===== src/pkg/swpm_params.svh =====
// register offsets, field positions, reset values and timing counts
// assumes a 40 MHz hclk and word-aligned ahb-lite accesses
`ifndef SWPM_PARAMS_SVH
`define SWPM_PARAMS_SVH
// ==========================================
// register byte offsets
`define SWPM_OFS_LATCH 8'h00
`define SWPM_OFS_SEL1 8'h04
`define SWPM_OFS_SEL2 8'h08
`define SWPM_OFS_MASK 8'h0c
`define SWPM_OFS_CMD 8'h10
`define SWPM_OFS_WSTAT 8'h14
`define SWPM_OFS_PROT 8'h18
`define SWPM_OFS_ENCLIM 8'h1c
`define SWPM_OFS_TEMPLIM 8'h20
// ==========================================
// reset values
`define SWPM_RST_LATCH 4'h0
`define SWPM_RST_SEL 4'h0
`define SWPM_RST_MASK 16'h0000
`define SWPM_RST_ENCLIM 8'h0a
`define SWPM_RST_TEMPLIM 8'h50
// ==========================================
// mask bit positions of the warnings
`define SWPM_MB_OVL 7
`define SWPM_MB_REGEN 5
`define SWPM_MB_ENC 4
`define SWPM_MB_OSC 9
`define SWPM_MB_HEAT 11
// output selector codes
`define SWPM_SEL_ALL 4'h0
`define SWPM_SEL_OVL 4'h1
`define SWPM_SEL_REGEN 4'h2
`define SWPM_SEL_ENC 4'h5
`define SWPM_SEL_OSC 4'h7
`define SWPM_SEL_HEAT 4'hb
// ==========================================
// thresholds and protection codes
`define SWPM_LOAD_PCT 8'h55
`define SWPM_LATCH_MAX 4'ha
`define SWPM_PC_FORCED 8'h57
`define SWPM_PC_MOTOR 8'h5f
`define SWPM_PC_SINGLE 8'h2c
`define SWPM_PC_MULTI 8'h2d
`define SWPM_PC_ZMISS 8'h30
`define SWPM_PC_CSERR 8'h31
// ==========================================
// timing: one second of latch time
`define SWPM_SEC_NS 1000000000
`define SWPM_CLK_NS 25
`endif


===== src/pkg/swpm_pkg.sv =====
// types shared by the warning and protection manager
// assumes swpm_params.svh for numeric constants other than SWPM_NW and the warning indexes
package swpm_pkg;
    // ==========================================
    // index of each timed warning
    localparam int SWPM_NW = 5;
    typedef enum logic [2:0] {
        W_OVL = 3'h0,
        W_REGEN = 3'h1,
        W_ENC = 3'h2,
        W_OSC = 3'h3,
        W_HEAT = 3'h4
    } swpm_widx_t;
    // monitor values from the same clock domain
    typedef struct packed {
        logic [7:0] load_pct;
        logic [7:0] regen_pct;
        logic [7:0] enc_err_cnt;
        logic [7:0] amp_temp;
        logic osc_det;
        logic enc_overheat;
        logic enc_is_inc20;
        logic battery_warn;
        logic life_warn;
    } swpm_mon_t;
    // encoder fault reports
    typedef struct packed {
        logic single_turn_err;
        logic multi_turn_err;
        logic z_missing;
        logic cs_logic_err;
        logic motor_mismatch;
        logic [2:0] motor_sub;
    } swpm_enc_t;
    // latched protection code
    typedef struct packed {
        logic valid;
        logic [2:0] sub;
        logic [7:0] main;
    } swpm_prot_t;
endpackage : swpm_pkg


===== src/rtl/swpm_top.sv =====
// warning latch, masking, output routing and protection codes
// assumes one ahb-lite master, monitors on hclk, forced alarm on a pin
//
// Design decisions made here: the AHB-Lite interface to the registers and the placing of the registers.
`timescale 1ns/1ps
`include "swpm_params.svh"
module swpm_top
    import swpm_pkg::*;
#(
    parameter int SEC_CYCLES = `SWPM_SEC_NS / `SWPM_CLK_NS
)(
    // clock and reset
    input wire logic hclk,
    input wire logic hresetn,
    // ahb-lite slave
    input wire logic hsel,
    input wire logic [31:0] haddr,
    input wire logic [1:0] htrans,
    input wire logic hwrite,
    input wire logic [2:0] hsize,
    input wire logic [31:0] hwdata,
    input wire logic hready,
    output logic hreadyout,
    output logic hresp,
    output logic [31:0] hrdata,
    // monitors and encoder reports
    input swpm_mon_t mon,
    input swpm_enc_t enc,
    input wire logic forced_alarm_pin,
    // outputs
    output logic warning_output_one,
    output logic warning_output_two,
    output swpm_prot_t prot
);
    // width of the per-warning cycle counter
    localparam int CW = $clog2(SEC_CYCLES + 1);

    // ==========================================
    // helpers
    // selector code to warning vector
    // unlisted codes decode to no warning at all
    function automatic logic [SWPM_NW-1:0] sel_dec(input logic [3:0] s);
        logic [SWPM_NW-1:0] v;
        v = '0;
        unique case (s)
            `SWPM_SEL_OVL: v[W_OVL] = 1'b1;
            `SWPM_SEL_REGEN: v[W_REGEN] = 1'b1;
            `SWPM_SEL_ENC: v[W_ENC] = 1'b1;
            `SWPM_SEL_OSC: v[W_OSC] = 1'b1;
            `SWPM_SEL_HEAT: v[W_HEAT] = 1'b1;
            default: v = '0;
        endcase
        return v;
    endfunction : sel_dec

    // route one output from its selector
    // selector 0 also carries the battery and life warnings
    function automatic logic route(input logic [3:0] s, input logic [SWPM_NW-1:0] w,
                                   input logic other);
        if (s == `SWPM_SEL_ALL)
            return (|w) | other;
        return |(w & sel_dec(s));
    endfunction : route

    // ==========================================
    // ahb-lite slave, zero wait states
    // configuration and status state
    logic [3:0] latch_ff;
    logic [3:0] sel1_ff;
    logic [3:0] sel2_ff;
    logic [15:0] mask_ff;
    logic [7:0] enclim_ff;
    logic [7:0] templim_ff;
    logic [7:0] wa_ff;
    logic we_ff;
    logic clr_ff;
    logic [31:0] rd_ff;
    logic [SWPM_NW-1:0] act_ff;
    logic batt_ff;
    logic life_ff;
    swpm_prot_t prot_ff;
    logic ap;
    logic [31:0] rmux;

    // address phase qualifier; idle and busy transfers ignored
    assign ap = hsel & hready & htrans[1];
    assign hreadyout = 1'b1;
    assign hresp = 1'b0;
    assign hrdata = rd_ff;

    // read mux, unmapped reads zero
    // fields sit in the low bits, upper bits read zero
    always_comb
    begin
        rmux = 32'h0000_0000;
        unique case (haddr[7:0])
            `SWPM_OFS_LATCH: rmux[3:0] = latch_ff;
            `SWPM_OFS_SEL1: rmux[3:0] = sel1_ff;
            `SWPM_OFS_SEL2: rmux[3:0] = sel2_ff;
            `SWPM_OFS_MASK: rmux[15:0] = mask_ff;
            `SWPM_OFS_WSTAT: rmux[6:0] = {life_ff, batt_ff, act_ff};
            `SWPM_OFS_PROT: rmux[11:0] = prot_ff;
            `SWPM_OFS_ENCLIM: rmux[7:0] = enclim_ff;
            `SWPM_OFS_TEMPLIM: rmux[7:0] = templim_ff;
            default: rmux = 32'h0000_0000;
        endcase
        if (haddr[31:8] != 24'h00_0000)
            rmux = 32'h0000_0000;
    end

    // address phase capture and read data
    // read data frozen at the address edge, stands all data phase
    always_ff @(posedge hclk or negedge hresetn)
    begin
        if (!hresetn)
        begin
            wa_ff <= 8'h00;
            we_ff <= 1'b0;
            rd_ff <= 32'h0000_0000;
        end
        else
        begin
            we_ff <= ap & hwrite & (haddr[31:8] == 24'h00_0000);
            if (ap)
                wa_ff <= haddr[7:0];
            if (ap & ~hwrite)
                rd_ff <= rmux;
        end
    end

    // configuration registers, written in data phase
    // hsize ignored: every register is one whole word
    always_ff @(posedge hclk or negedge hresetn)
    begin
        if (!hresetn)
        begin
            latch_ff <= `SWPM_RST_LATCH;
            sel1_ff <= `SWPM_RST_SEL;
            sel2_ff <= `SWPM_RST_SEL;
            mask_ff <= `SWPM_RST_MASK;
            enclim_ff <= `SWPM_RST_ENCLIM;
            templim_ff <= `SWPM_RST_TEMPLIM;
        end
        else if (we_ff)
        begin
            unique case (wa_ff)
                `SWPM_OFS_LATCH:
                begin
                    // values above 10 saturate
                    if (hwdata[3:0] > `SWPM_LATCH_MAX)
                        latch_ff <= `SWPM_LATCH_MAX;
                    else
                        latch_ff <= hwdata[3:0];
                end
                `SWPM_OFS_SEL1: sel1_ff <= hwdata[3:0];
                `SWPM_OFS_SEL2: sel2_ff <= hwdata[3:0];
                `SWPM_OFS_MASK: mask_ff <= hwdata[15:0];
                `SWPM_OFS_ENCLIM: enclim_ff <= hwdata[7:0];
                `SWPM_OFS_TEMPLIM: templim_ff <= hwdata[7:0];
                default: ;
            endcase
        end
    end

    // alarm clear command, one-cycle pulse
    // a cause present at the clear edge keeps its state
    always_ff @(posedge hclk or negedge hresetn)
    begin
        if (!hresetn)
            clr_ff <= 1'b0;
        else
            clr_ff <= we_ff & (wa_ff == `SWPM_OFS_CMD) & hwdata[0];
    end

    // ==========================================
    // warning detection
    logic [SWPM_NW-1:0] raw;
    logic [SWPM_NW-1:0] msk;
    logic [SWPM_NW-1:0] cond;

    // raw conditions, then the mask
    always_comb
    begin
        raw[W_OVL] = mon.load_pct > `SWPM_LOAD_PCT;
        raw[W_REGEN] = mon.regen_pct > `SWPM_LOAD_PCT;
        raw[W_ENC] = mon.enc_err_cnt > enclim_ff;
        raw[W_OSC] = mon.osc_det;
        raw[W_HEAT] = (mon.amp_temp > templim_ff)
            | (mon.enc_overheat & mon.enc_is_inc20);
        msk[W_OVL] = mask_ff[`SWPM_MB_OVL];
        msk[W_REGEN] = mask_ff[`SWPM_MB_REGEN];
        msk[W_ENC] = mask_ff[`SWPM_MB_ENC];
        msk[W_OSC] = mask_ff[`SWPM_MB_OSC];
        msk[W_HEAT] = mask_ff[`SWPM_MB_HEAT];
        cond = raw & ~msk;
    end

    // ==========================================
    // per-warning latch timers
    logic [CW-1:0] cyc_ff [SWPM_NW];
    logic [3:0] sec_ff [SWPM_NW];
    logic [SWPM_NW-1:0] sec_tick;

    // one-second enable pulse per warning, from its own divider
    always_comb
    begin
        for (int i = 0; i < SWPM_NW; i++)
            sec_tick[i] = (cyc_ff[i] == CW'(SEC_CYCLES - 1));
    end

    // a present condition rearms; the count starts once it clears
    // latch 0 never counts, so the warning waits for alarm clear
    always_ff @(posedge hclk or negedge hresetn)
    begin
        if (!hresetn)
        begin
            act_ff <= '0;
            for (int i = 0; i < SWPM_NW; i++)
            begin
                cyc_ff[i] <= '0;
                sec_ff[i] <= 4'h0;
            end
        end
        else
        begin
            for (int i = 0; i < SWPM_NW; i++)
            begin
                if (cond[i])
                begin
                    // condition present: assert and rearm timer
                    act_ff[i] <= 1'b1;
                    cyc_ff[i] <= '0;
                    sec_ff[i] <= 4'h0;
                end
                else if (msk[i] | clr_ff)
                begin
                    act_ff[i] <= 1'b0;
                end
                else if (act_ff[i] && latch_ff != 4'h0)
                begin
                    // counting from the moment the condition cleared
                    if (sec_tick[i])
                    begin
                        cyc_ff[i] <= '0;
                        sec_ff[i] <= sec_ff[i] + 4'h1;
                        if (sec_ff[i] + 4'h1 >= latch_ff)
                            act_ff[i] <= 1'b0;
                    end
                    else
                        cyc_ff[i] <= cyc_ff[i] + CW'(1);
                end
            end
        end
    end

    // battery and life warnings, held until alarm clear
    // no timer: the latch setting never releases these
    always_ff @(posedge hclk or negedge hresetn)
    begin
        if (!hresetn)
        begin
            batt_ff <= 1'b0;
            life_ff <= 1'b0;
        end
        else
        begin
            batt_ff <= mon.battery_warn | (batt_ff & ~clr_ff);
            life_ff <= mon.life_warn | (life_ff & ~clr_ff);
        end
    end

    // ==========================================
    // warning outputs
    // registered so selector writes never glitch the pins
    always_ff @(posedge hclk or negedge hresetn)
    begin
        if (!hresetn)
        begin
            warning_output_one <= 1'b0;
            warning_output_two <= 1'b0;
        end
        else
        begin
            warning_output_one <= route(sel1_ff, act_ff, batt_ff | life_ff);
            warning_output_two <= route(sel2_ff, act_ff, batt_ff | life_ff);
        end
    end

    // ==========================================
    // forced alarm pin synchroniser
    // three stages against metastability; a level counts only
    // once stages two and three agree
    logic [2:0] fa_sync_ff;
    logic fa_ff;

    always_ff @(posedge hclk or negedge hresetn)
    begin
        if (!hresetn)
        begin
            fa_sync_ff <= 3'b000;
            fa_ff <= 1'b0;
        end
        else
        begin
            fa_sync_ff <= {fa_sync_ff[1:0], forced_alarm_pin};
            if (fa_sync_ff[1] == fa_sync_ff[2])
                fa_ff <= fa_sync_ff[2];
        end
    end

    // ==========================================
    // protection trip, first cause wins until alarm clear
    // priority: forced alarm, motor, single, multi, z-phase, sense
    swpm_prot_t nxt_prot;

    always_comb
    begin
        nxt_prot = '0;
        nxt_prot.valid = 1'b1;
        if (fa_ff)
            nxt_prot.main = `SWPM_PC_FORCED;
        else if (enc.motor_mismatch)
        begin
            nxt_prot.main = `SWPM_PC_MOTOR;
            nxt_prot.sub = (enc.motor_sub > 3'h4) ? 3'h4 : enc.motor_sub;
        end
        else if (enc.single_turn_err)
            nxt_prot.main = `SWPM_PC_SINGLE;
        else if (enc.multi_turn_err)
            nxt_prot.main = `SWPM_PC_MULTI;
        else if (enc.z_missing)
            nxt_prot.main = `SWPM_PC_ZMISS;
        else if (enc.cs_logic_err)
            nxt_prot.main = `SWPM_PC_CSERR;
        else
            nxt_prot = '0;
    end

    // hold the code; alarm clear reloads a standing cause
    always_ff @(posedge hclk or negedge hresetn)
    begin
        if (!hresetn)
            prot_ff <= '0;
        else if (!prot_ff.valid || (clr_ff && nxt_prot.valid))
            prot_ff <= nxt_prot;
        else if (clr_ff)
            prot_ff <= '0;
    end

    // protection code straight from its register
    assign prot = prot_ff;
endmodule : swpm_top


===== config.mk =====
export PLATFORM = sky130hd
export DESIGN_NAME = swpm_top
export DESIGN_NICKNAME = d
export VERILOG_FILES = /design/src/pkg/swpm_pkg.sv /design/src/rtl/swpm_top.sv
export VERILOG_INCLUDE_DIRS = /design/src /design/src/pkg
export SDC_FILE = /design/constraint.sdc
export NUM_CORES = 1
export LEC_CHECK = 0
export ABC_CLOCK_PERIOD_IN_PS = 4300
export BUFFER_PORTS_ARGS = -buffer_cell sky130_fd_sc_hd__buf_2
export CELL_PAD_IN_SITES_DETAIL_PLACEMENT = 1
export CELL_PAD_IN_SITES_GLOBAL_PLACEMENT = 1
export CORE_ASPECT_RATIO = 1.2
export CORE_UTILIZATION = 49
export CTS_BUF_LIST = sky130_fd_sc_hd__clkbuf_16
export CTS_CLUSTER_SIZE = 40
export DETAILED_ROUTE_END_ITERATION = 8
export PLACE_DENSITY = 0.88
export REMOVE_ABC_BUFFERS = 1
export SLEW_MARGIN = 15
export SYNTH_ARGS = -nofsm -noshare
export SYNTH_HDL_FRONTEND = slang
export SYNTH_SLANG_ARGS = --single-unit

===== constraint.sdc =====
create_clock -name hclk -period 4.3 [get_ports hclk]
set_input_delay 0.215 -clock hclk [delete_from_list [all_inputs] [get_ports hclk]]
set_output_delay 0.215 -clock hclk [all_outputs]
set_load 0.05 [all_outputs]

# Word level (Yosys, flattened, before mapping)
# Cells that the tools add are included.
dict set report totals {
  regBits 261
  output_inout_bits 48
  wordCells 293
  inputBits 120
}
dict set report op_classes {
  addsub 10
  n_mux 113
  n_bitwise 26
  reduce_logical 65
  eq_ne 34
  n_lt_le_gt_ge 11
}
# operator n
set op_table {}
lappend op_table {{$mux 26} 20}
lappend op_table {{$add 26x1->26 const B} 5}
lappend op_table {{$eq 26x26->1 const B} 5}
lappend op_table {{$mux 4} 27}
lappend op_table {{$mux 1} 52}
lappend op_table {{$reduce_bool 3->1} 15}
lappend op_table {{$eq 8x5->1 const B} 5}
lappend op_table {{$eq 8x4->1 const B} 4}
lappend op_table {{$pmux 4 s8} 1}
lappend op_table {{$reduce_and 3->1} 10}
lappend op_table {{$logic_not 24->1} 1}
lappend op_table {{$mux 12} 2}
lappend op_table {{$mux 6} 4}
lappend op_table {{$reduce_bool 24->1} 1}
lappend op_table {{$reduce_and 2->1} 11}
lappend op_table {{$reduce_bool 2->1} 11}
lappend op_table {{$add 4x1->4 const B} 5}
lappend op_table {{$ge 4x4->1} 5}
lappend op_table {{$eq 4x3->1 const B} 4}
lappend op_table {{$eq 8x3->1 const B} 2}
lappend op_table {{$eq 8x6->1 const B} 2}
lappend op_table {{$gt 8x7->1 const B} 2}
lappend op_table {{$gt 8x8->1} 2}
lappend op_table {{$logic_not 8->1} 2}
lappend op_table {{25 further kinds} 61}

# Logic depth before layout (Yosys ltp)
# Gate-level depths: netlist of the first run.
dict set report depth {
  depth_word 9
  ltp_mapped 11
  ltp_nobuf 8
}

# Least setup slack after synthesis of the first run
# Ideal clock, no wire load.
dict set report synth_timing {
  kind {register -> register}
  from {register enclim_ff[1]}
  to {register cyc_ff[66] (netlist name)}
  stages_incl_launch_ff 11
  synth_period_minus_slack_ns 2.347
  t_arrival_ns 2.274
  path_slack_ns 1.953
  required_ns 4.228
  setup_ns 0.072
  path_buffers 2
  path_cell_list {dfstp_2 -> inv_1 -> ha_1 -> nor2b_1 -> o211a_1 -> o21ai_0 -> nand2_1 -> nand2b_1 -> buf_2 -> buf_2 -> nor2_1}
}
dict set report synth_via {
  elab_chain_cells 4
  word_cells_on_any_way 6
  cone_classes {order compare: 1; eq/ne: 1; mux: 1; bitwise: 1; reduce/logical: 2}
}
# element line
set synth_rtl {}
lappend synth_rtl {{from (decl)} swpm_top.sv:72} ;# logic [7:0] enclim_ff;
lappend synth_rtl {{from (signal assigned)} swpm_top.sv:141} ;# enclim_ff <= `SWPM_RST_ENCLIM;
lappend synth_rtl {{from (signal assigned)} swpm_top.sv:158} ;# `SWPM_OFS_ENCLIM: enclim_ff <= hwdata[7:0];
lappend synth_rtl {{$gt 8x8->1 (*)} swpm_top.sv:186} ;# raw[W_ENC] = mon.enc_err_cnt > enclim_ff;
lappend synth_rtl {{$and 5x5->5 (*)} swpm_top.sv:195} ;# cond = raw & ~msk;
lappend synth_rtl {{$ne 2x2->1 (no line) / $reduce_bool 2->1 (equally long branches)} -}
lappend synth_rtl {{$reduce_and 2->1 (no line)} -}
lappend synth_rtl {{to (signal, indexed assignment)} swpm_top.sv:250} ;# cyc_ff[i] <= cyc_ff[i] + CW'(1);
lappend synth_rtl {{to (decl)} swpm_top.sv:200} ;# logic [CW-1:0] cyc_ff [SWPM_NW];
# Mark *: on every way between the ends. The rest lies on a longest branch, timed or not.
# A chain may end at the register's enable or synchronous reset.

# Final worst setup path of the first run
dict set report layout_timing {
  from {register enclim_ff[1]}
  to {register cyc_ff[74] (netlist name)}
}
# The elaborated chain is that of the path after synthesis.

==> flow_summary.toml, run 1 <==
[synthesis]
syn-cell-area_sq_um = 13660
ys_ff_latch = 243
yosysWarnings = 0
yosys.cell_types.count = 81
syn_inst = 1427
synth_edf_count = 0
syn_area_per_cell_sq_um = 9.571
async_flop_share = 1.000
ys_dominant_reg_cell = "dfrtp_1"
seq_area_frac_synth = 0.4456

[timing]
holdWs_ns = 0.03247
rsz0062_at_grt = "false"
setup_violations = 0
fmax_mhz = 300.4
slew_violations = 0
period_share = 0.7743
fin_ws_ns = 0.9707
finalHoldViolations = 0
fin_skew_ns = 0.02498
worstMarginPinSlew_ns = 1.101
slew_headroom = 0.2601
final.min_clock_period_ns = 3.329
fin_tns_setup_ns = 0

[drt]
drc = 0
viasPerCell = 6.401
wl_um = 44960
wire_per_inst_um = 23.38
drtPass1Iterations = 7
dr.first_iter.drc_count = 765
antenna_left = 0
vias = 12310

[place]
place_congestion = 0.8566
dp_hpwl_um = 27690
port_buffers = 126
pre_cts_ws_ns = 1.010
placed_cell_area_sq_um = 14470

[floorplanning]
die_y_um = 184.9
row_count = 66
ios = 168
die_area_sq_um = 28550
fp.coreArea_sq_um = 27250
fp.dieW_um = 154.4
start_util = 0.5012

[global_routing]
grt-ovfl-total = 0
antenna_found_initial = 4
grt_pass1_vias = 13150
grt_first_pass_wirelength_um = 71810
grt_start_max_net_pins = 127
track_usage = 0.3167

[final_layout]
fillers = 3067
final-seq-area_sq_um = 6086
synthToLayoutAreaGrowth_pct = 14.27
drive_above_1_share = 0.1614
post-route-cell-area_sq_um = 15610
nets = 1727
final_common_cell = "dfrtp_1"
multi_input_comb_area_sq_um = 7097
layout_common_cells = "dfrtp_1, nor2_1, buf_2"

[clock_tree]
clk_pin_slew_ns = 0.07
root_buffer = "clkbuf_16"
cts-buffers-inserted = 27
htreeDepth = 1
clock_sinks = 243
clk_path_buf_depth = 3
cts_setup_buffers = 0
insertion_delay_ns = 0.56
cts_tree = "built"

[critical_path]
cpPeakStageDelay_ns = 0.63
critPathArrivalTime_ns = 3.78
worstSetupStartpointType = "register"
critPathRequiredTime_ns = 4.75
cp_slowest_cell = "nand2b_1"
endpoint_kind = "register"
cp_max_fo = 18
path_cells = "inv_1 -> ha_1 -> nor2b_1 -> o211a_1 -> o21ai_0 -> nand2_1 -> nand2b_1 -> a21oi_1"
worst-path-buf-inv = 1
crit_family = "simple AND/OR/NAND/NOR gates"
r2r_slack_ns = 0.97
path_class = "reg2reg"

[power]
p_leak_nw = 6.972
cellPowerDensity_nw_per_um2 = 331.8
ir_drop_mv = 0.3048

[job]
maxCapViolCount = 0

[run_status]
status = "complete, no violations"

[hold_path]
hp-class = "in2reg"
==> cell families after synthesis <==
family / Yosys count / share of synthesized area
buffers and inverters: 116 / 0.03994
XOR/XNOR: 97 / 0.06220
AND/OR/NAND/NOR: 617 / 0.2441
multiplexers: 65 / 0.05423
other: 2 / 0.0005499
flip-flops: 243 / 0.4456
adder cells (fa/ha/maj): 47 / 0.04287
AO/OA/AOI/OAI: 240 / 0.1105
==> final timing paths <==
kind / from / to / depth (start not counted)
worst max-delay path: enclim_ff[1] / cyc_ff[74] / 8
worst min-delay path: haddr[21] / we_ff / 4
worst max register to register: enclim_ff[1] / cyc_ff[74] / 8
worst min register to register: fa_sync_ff[0] / fa_sync_ff[1] / 0
max in group asynchronous: hresetn / sel1_ff[3] / 3
min in group asynchronous: hresetn / cyc_ff[76] / 2
==> flip-flops by register name, summed over array words and instances, names as in the netlist, 3 cells and up <==
| name | cells |
|---|---|
| enclim_ff | 8 |
| mask_ff | 16 |
| sec_ff | 20 |
| fa_sync_ff | 3 |
| prot | 10 |
| sel1_ff | 4 |
| act_ff | 5 |
| hrdata | 16 |
| wa_ff | 8 |
| cyc_ff | 130 |
| templim_ff | 8 |
| latch_ff | 4 |
| sel2_ff | 4 |
==> report_power, final <==
part           switching [W]  internal (W)
Sequential         0.0000627       0.00233
Clock                0.00104       0.00132
Combinational       0.000280      0.000140
==> layer usage <==
metal  global-route usage  share of wire  up-vias
li1                     -              -     5390
met1               0.3833           0.39     6233
met3              0.04773          0.055      177
met5                    0        0.00029        -
met4               0.1366          0.046        2
met2               0.5607           0.51      508
==> cell usage after synthesis (10+ instances only) <==
master,n,area (sq um)
dfrtp_1,239,5981
nor2_1,146,548.0
nand2_1,103,386.6
nand3_1,87,435.4
a21oi_1,71,355.3
o21ai_0,64,320.3
xor2_1,60,525.5
nand4_1,53,331.6
mux2_2,52,585.6
ha_1,46,575.6
inv_1,45,168.9
xnor2_1,37,324.1
clkbuf_1,36,135.1
and3_1,24,150.1
nor3_1,24,120.1
and4_1,22,192.7
buf_4,20,150.1
nor4_1,19,118.9
nand2b_1,18,112.6
or3_1,18,112.6
a21o_1,16,120.1
or4_1,13,97.59
nor2b_1,12,75.07
mux2i_1,11,110.1
nand3b_1,11,82.58
a22oi_1,10,75.07
buf_2,10,50.05
nand4b_1,10,87.58
==> final cells by class <==
type                       count  share of cell area
multi-input combinational   1085              0.4547
sequential                   243              0.3899
timing repair buffer         159             0.06205
clock buffer                  27             0.04329
tap                          340             0.02726
clock inverter                21             0.01146
inverter                      45             0.01082
antenna                        3           0.0004810
==> tightest hold or removal path, cell delays in order <==
cell,delay (ns)
buf_2,0.08
nor4_1,0.04
nand4_1,0.11
nor4_1,0.08
==> repair_timing <==
item / in CTS / in global routing
hold buffers: 27 / 0
resized for setup: 0 / 0
hold endpoints to repair: 154 / 0
==> stage by stage <==
step                      power [W]    util  instances
after floorplan            0.002617       -       1373
after global placement     0.002781  0.5309       1845
after detailed placement   0.002808  0.5309       1845
after CTS                  0.005137  0.5722       1920
after global routing       0.005312  0.5726       1922
final                      0.005178  0.5727       1923
Note: power is estimated with default switching activity, not from simulation.
==> run 2: changes to the inputs <==
Settings changed: ABC_AREA set to 1, ABC_CLOCK_PERIOD_IN_PS 4300 to 3500, CORE_UTILIZATION 49 to 43, PLACE_DENSITY 0.88 to 0.82.
Clock period 4.3 ns to 3.5 ns, I/O delays scaled along.
==> run 2 against run 1 <==
  * Core utilization fell by 7.4 points
  * Maximum frequency rose by 31%
  * Area after synthesis rose by 15%
  * Critical path depth fell by 2
  * Final cell count rose by 49%
  * Clock skew fell by 0.0056 ns
  * Synthesized cell count rose by 56%
  * Register-to-register slack got worse by 0.02 ns
  * Clock power rose by 22%
  * Via count rose by 27%
  * Sequential cell count did not move
  * Clock-buffer cell count rose by 2
==> flow_summary.toml, run 2 <==
[final_layout]
fin_util = 0.4990
multi_input_comb_area_sq_um = 8324
num_antenna_cells = 0
fillers = 4644
largest_registers = "cyc_ff (130), sec_ff (20)"
nets = 2542
largest-register = "cyc_ff"
layout_common_cells = "nand2_1, nor2_1, dfrtp_1"
post-route-cell-area_sq_um = 17940
final-seq-area_sq_um = 6086
final_common_cell = "nand2_1"
drive_above_1_share = 0.1082
largest_reg_flops = 130
synthToLayoutAreaGrowth_pct = 14.25

[synthesis]
ys_ff_latch = 243
syn_inst = 2222
synth_area_leader_cell = "dfrtp_1"
netlist_top_cells_area = "dfrtp_1, nand2_1, nand3_1"
async_flop_share = 1.000
yosysWarnings = 0
synth_top_cells_by_count = "nand2_1, nor2_1, dfrtp_1"
synth_edf_count = 0
post-synth-top-count-cell = "nand2_1"
yosys.cell_types.count = 51
seq_area_frac_synth = 0.3876
ys_dominant_reg_cell = "dfrtp_1"
netlist.area_leader.share = 0.3809
syn_area_per_cell_sq_um = 7.066
syn-cell-area_sq_um = 15700

[critical_path]
critPathArrivalTime_ns = 3.03
worstSetupStartpointType = "register"
critPathLaunch = "clr_ff"
r2r_slack_ns = 0.95
endpoint = "cyc_ff[23]"
critPathRequiredTime_ns = 3.98
r2r-end = "cyc_ff[23]"
endpoint_kind = "register"
path_class = "reg2reg"
r2r_cells = 6
r2r-start = "clr_ff"
cp_max_fo = 30

[timing]
final.min_clock_period_ns = 2.549
rsz0062_at_grt = "false"
worstMarginPinSlew_ns = 1.199
fin_tns_setup_ns = 0
fin_ws_ns = 0.9510
slew_headroom = 0.1987
slew_violations = 0
setup_violations = 0
fin_skew_ns = 0.01935
finalHoldViolations = 0
fmax_mhz = 392.3
period_share = 0.7283

[power]
swShare = 0.2529
ir_drop_mv = 0.3585
finalPower_w = 0.006185
p_sw_w = 0.001564
cellPowerDensity_nw_per_um2 = 344.8
clkPwrFrac = 0.464
combPwrFrac = 0.069
sequentialPowerShare = 0.467
intPower_w = 0.004621
p_leak_nw = 9.038

[drt]
dr.first_iter.drc_count = 754
drtPass1Iterations = 5
antenna_left = 0
vias = 15630
drc = 0
wire_per_inst_um = 17.48
viasPerCell = 5.463
wl_um = 50040

[floorplanning]
row_count = 76
die_y_um = 211.3
fp.dieW_um = 176.4
ios = 168
fp.coreArea_sq_um = 35940
die_area_sq_um = 37280
start_util = 0.4368

[clock_tree]
cts_setup_buffers = 0
insertion_delay_ns = 0.56
clock_sinks = 243
clk_pin_slew_ns = 0.06
clk_path_buf_depth = 3
root_buffer = "clkbuf_16"
htreeDepth = 1
cts_tree = "built"
cts-buffers-inserted = 29

[global_routing]
antenna_found_initial = 1
grt_first_pass_wirelength_um = 83450
grt_start_max_net_pins = 106
grt_pass1_vias = 16870
track_usage = 0.2759
grt-ovfl-total = 0

[place]
dp_hpwl_um = 35750
place_congestion = 0.9135
placed_cell_area_sq_um = 16700
pre_cts_ws_ns = 0.9709
port_buffers = 126

[run_status]
status = "complete, no violations"

[hold_path]
hp-class = "in2reg"

[job]
maxCapViolCount = 0
[run 2: cell types whose count changed after synthesis, sizes merged, moves of 25 or more]
cell / delta
nor3: +31
nand4: +40
o21ai: +74
mux2: -52
inv: +198
nand2: +525
nand3: +147
a21oi: -35
xnor2: -25
nor2: +147
[run 2: per-stage QoR]
step                hold WS [ns]  cells
floorplan                -0.1206   2168
global placement          0.2856   2777
detailed placement        0.2942   2777
CTS                     0.006727   2862
global route             0.02854   2862
finish                   0.03289   2862
[run 2: kinds of logic (layout without fill, tap and decap cells)]
| kind of cell | Yosys count | after routing | share of synthesized area |
|---|---|---|---|
| DFF | 243 | 243 | 0.3876 |
| buffers and inverters | 319 | 474 | 0.08655 |
| adders and majority gates | 47 | 47 | 0.03730 |
| AOI/OAI and AO/OA | 214 | 214 | 0.07547 |
| other | 2 | 19 | 0.0004783 |
| and+or+nand+nor | 1330 | 1330 | 0.3752 |
| xor gates and xnor gates | 67 | 67 | 0.03738 |
[run 2: power by group through the flow]
stage	clock network, W	logic, W	registers, W
after CTS	0.00293	0.000425	0.00289
final	0.00287	0.000425	0.00289
after global placement	0	0.000372	0.00294
after floorplan	0	0.000196	0.00293
after detailed placement	0	0.000389	0.00294
after global routing	0.00303	0.000475	0.00289
[run 2: per-layer routing]
| metal | wire length (um) | part of all wire | global-route usage | vias up |
|---|---|---|---|---|
| met5 | 14 | 0.00028 | 0 | - |
| met4 | 1894 | 0.038 | 0.1141 | 2 |
| met3 | 1545 | 0.031 | 0.02909 | 126 |
| met2 | 25980 | 0.52 | 0.5170 | 313 |
| met1 | 20600 | 0.41 | 0.3159 | 7694 |
| li1 | - | - | - | 7499 |
[run 2: worst max-delay path, stage by stage, from the launching register on]
cell	delay, ns
dfrtp_1	0.53
nor3_1	0.43
nand2_1	0.10
buf_4	0.26
inv_1	0.80
nand4_1	0.22
nand2_1	0.13
[run 2: how the worst min path moves through the flow]
stage | slack [ns] | startpoint | end | depth (start not counted)
6_report | 0.03 | haddr[2] | wa_ff[2] | 3
5_1_grt | 0.03 | hwdata[2] | mask_ff[2] | 3
4_1_cts | 0.007 | hwdata[2] | mask_ff[2] | 3
3_5_place_dp | 0.29 | forced_alarm_pin | fa_sync_ff[0] | 1
3_3_place_gp | 0.29 | forced_alarm_pin | fa_sync_ff[0] | 1
2_1_floorplan | -0.12 | hresetn | act_ff[0] | 0
[run 2: layout make-up]
type                       instances  share of cell area
tap                              468             0.03265
inverter                         248             0.05253
multi-input combinational       1677              0.4641
timing repair buffer             177             0.06278
clock buffer                      29             0.04046
clock inverter                    20            0.008231
sequential                       243              0.3393
[run 2: what timing repair did]
action | in CTS | in global routing
gates resized for setup | 0 | 0
hold buffers | 36 | 0
endpoints found under the hold margin | 138 | 0
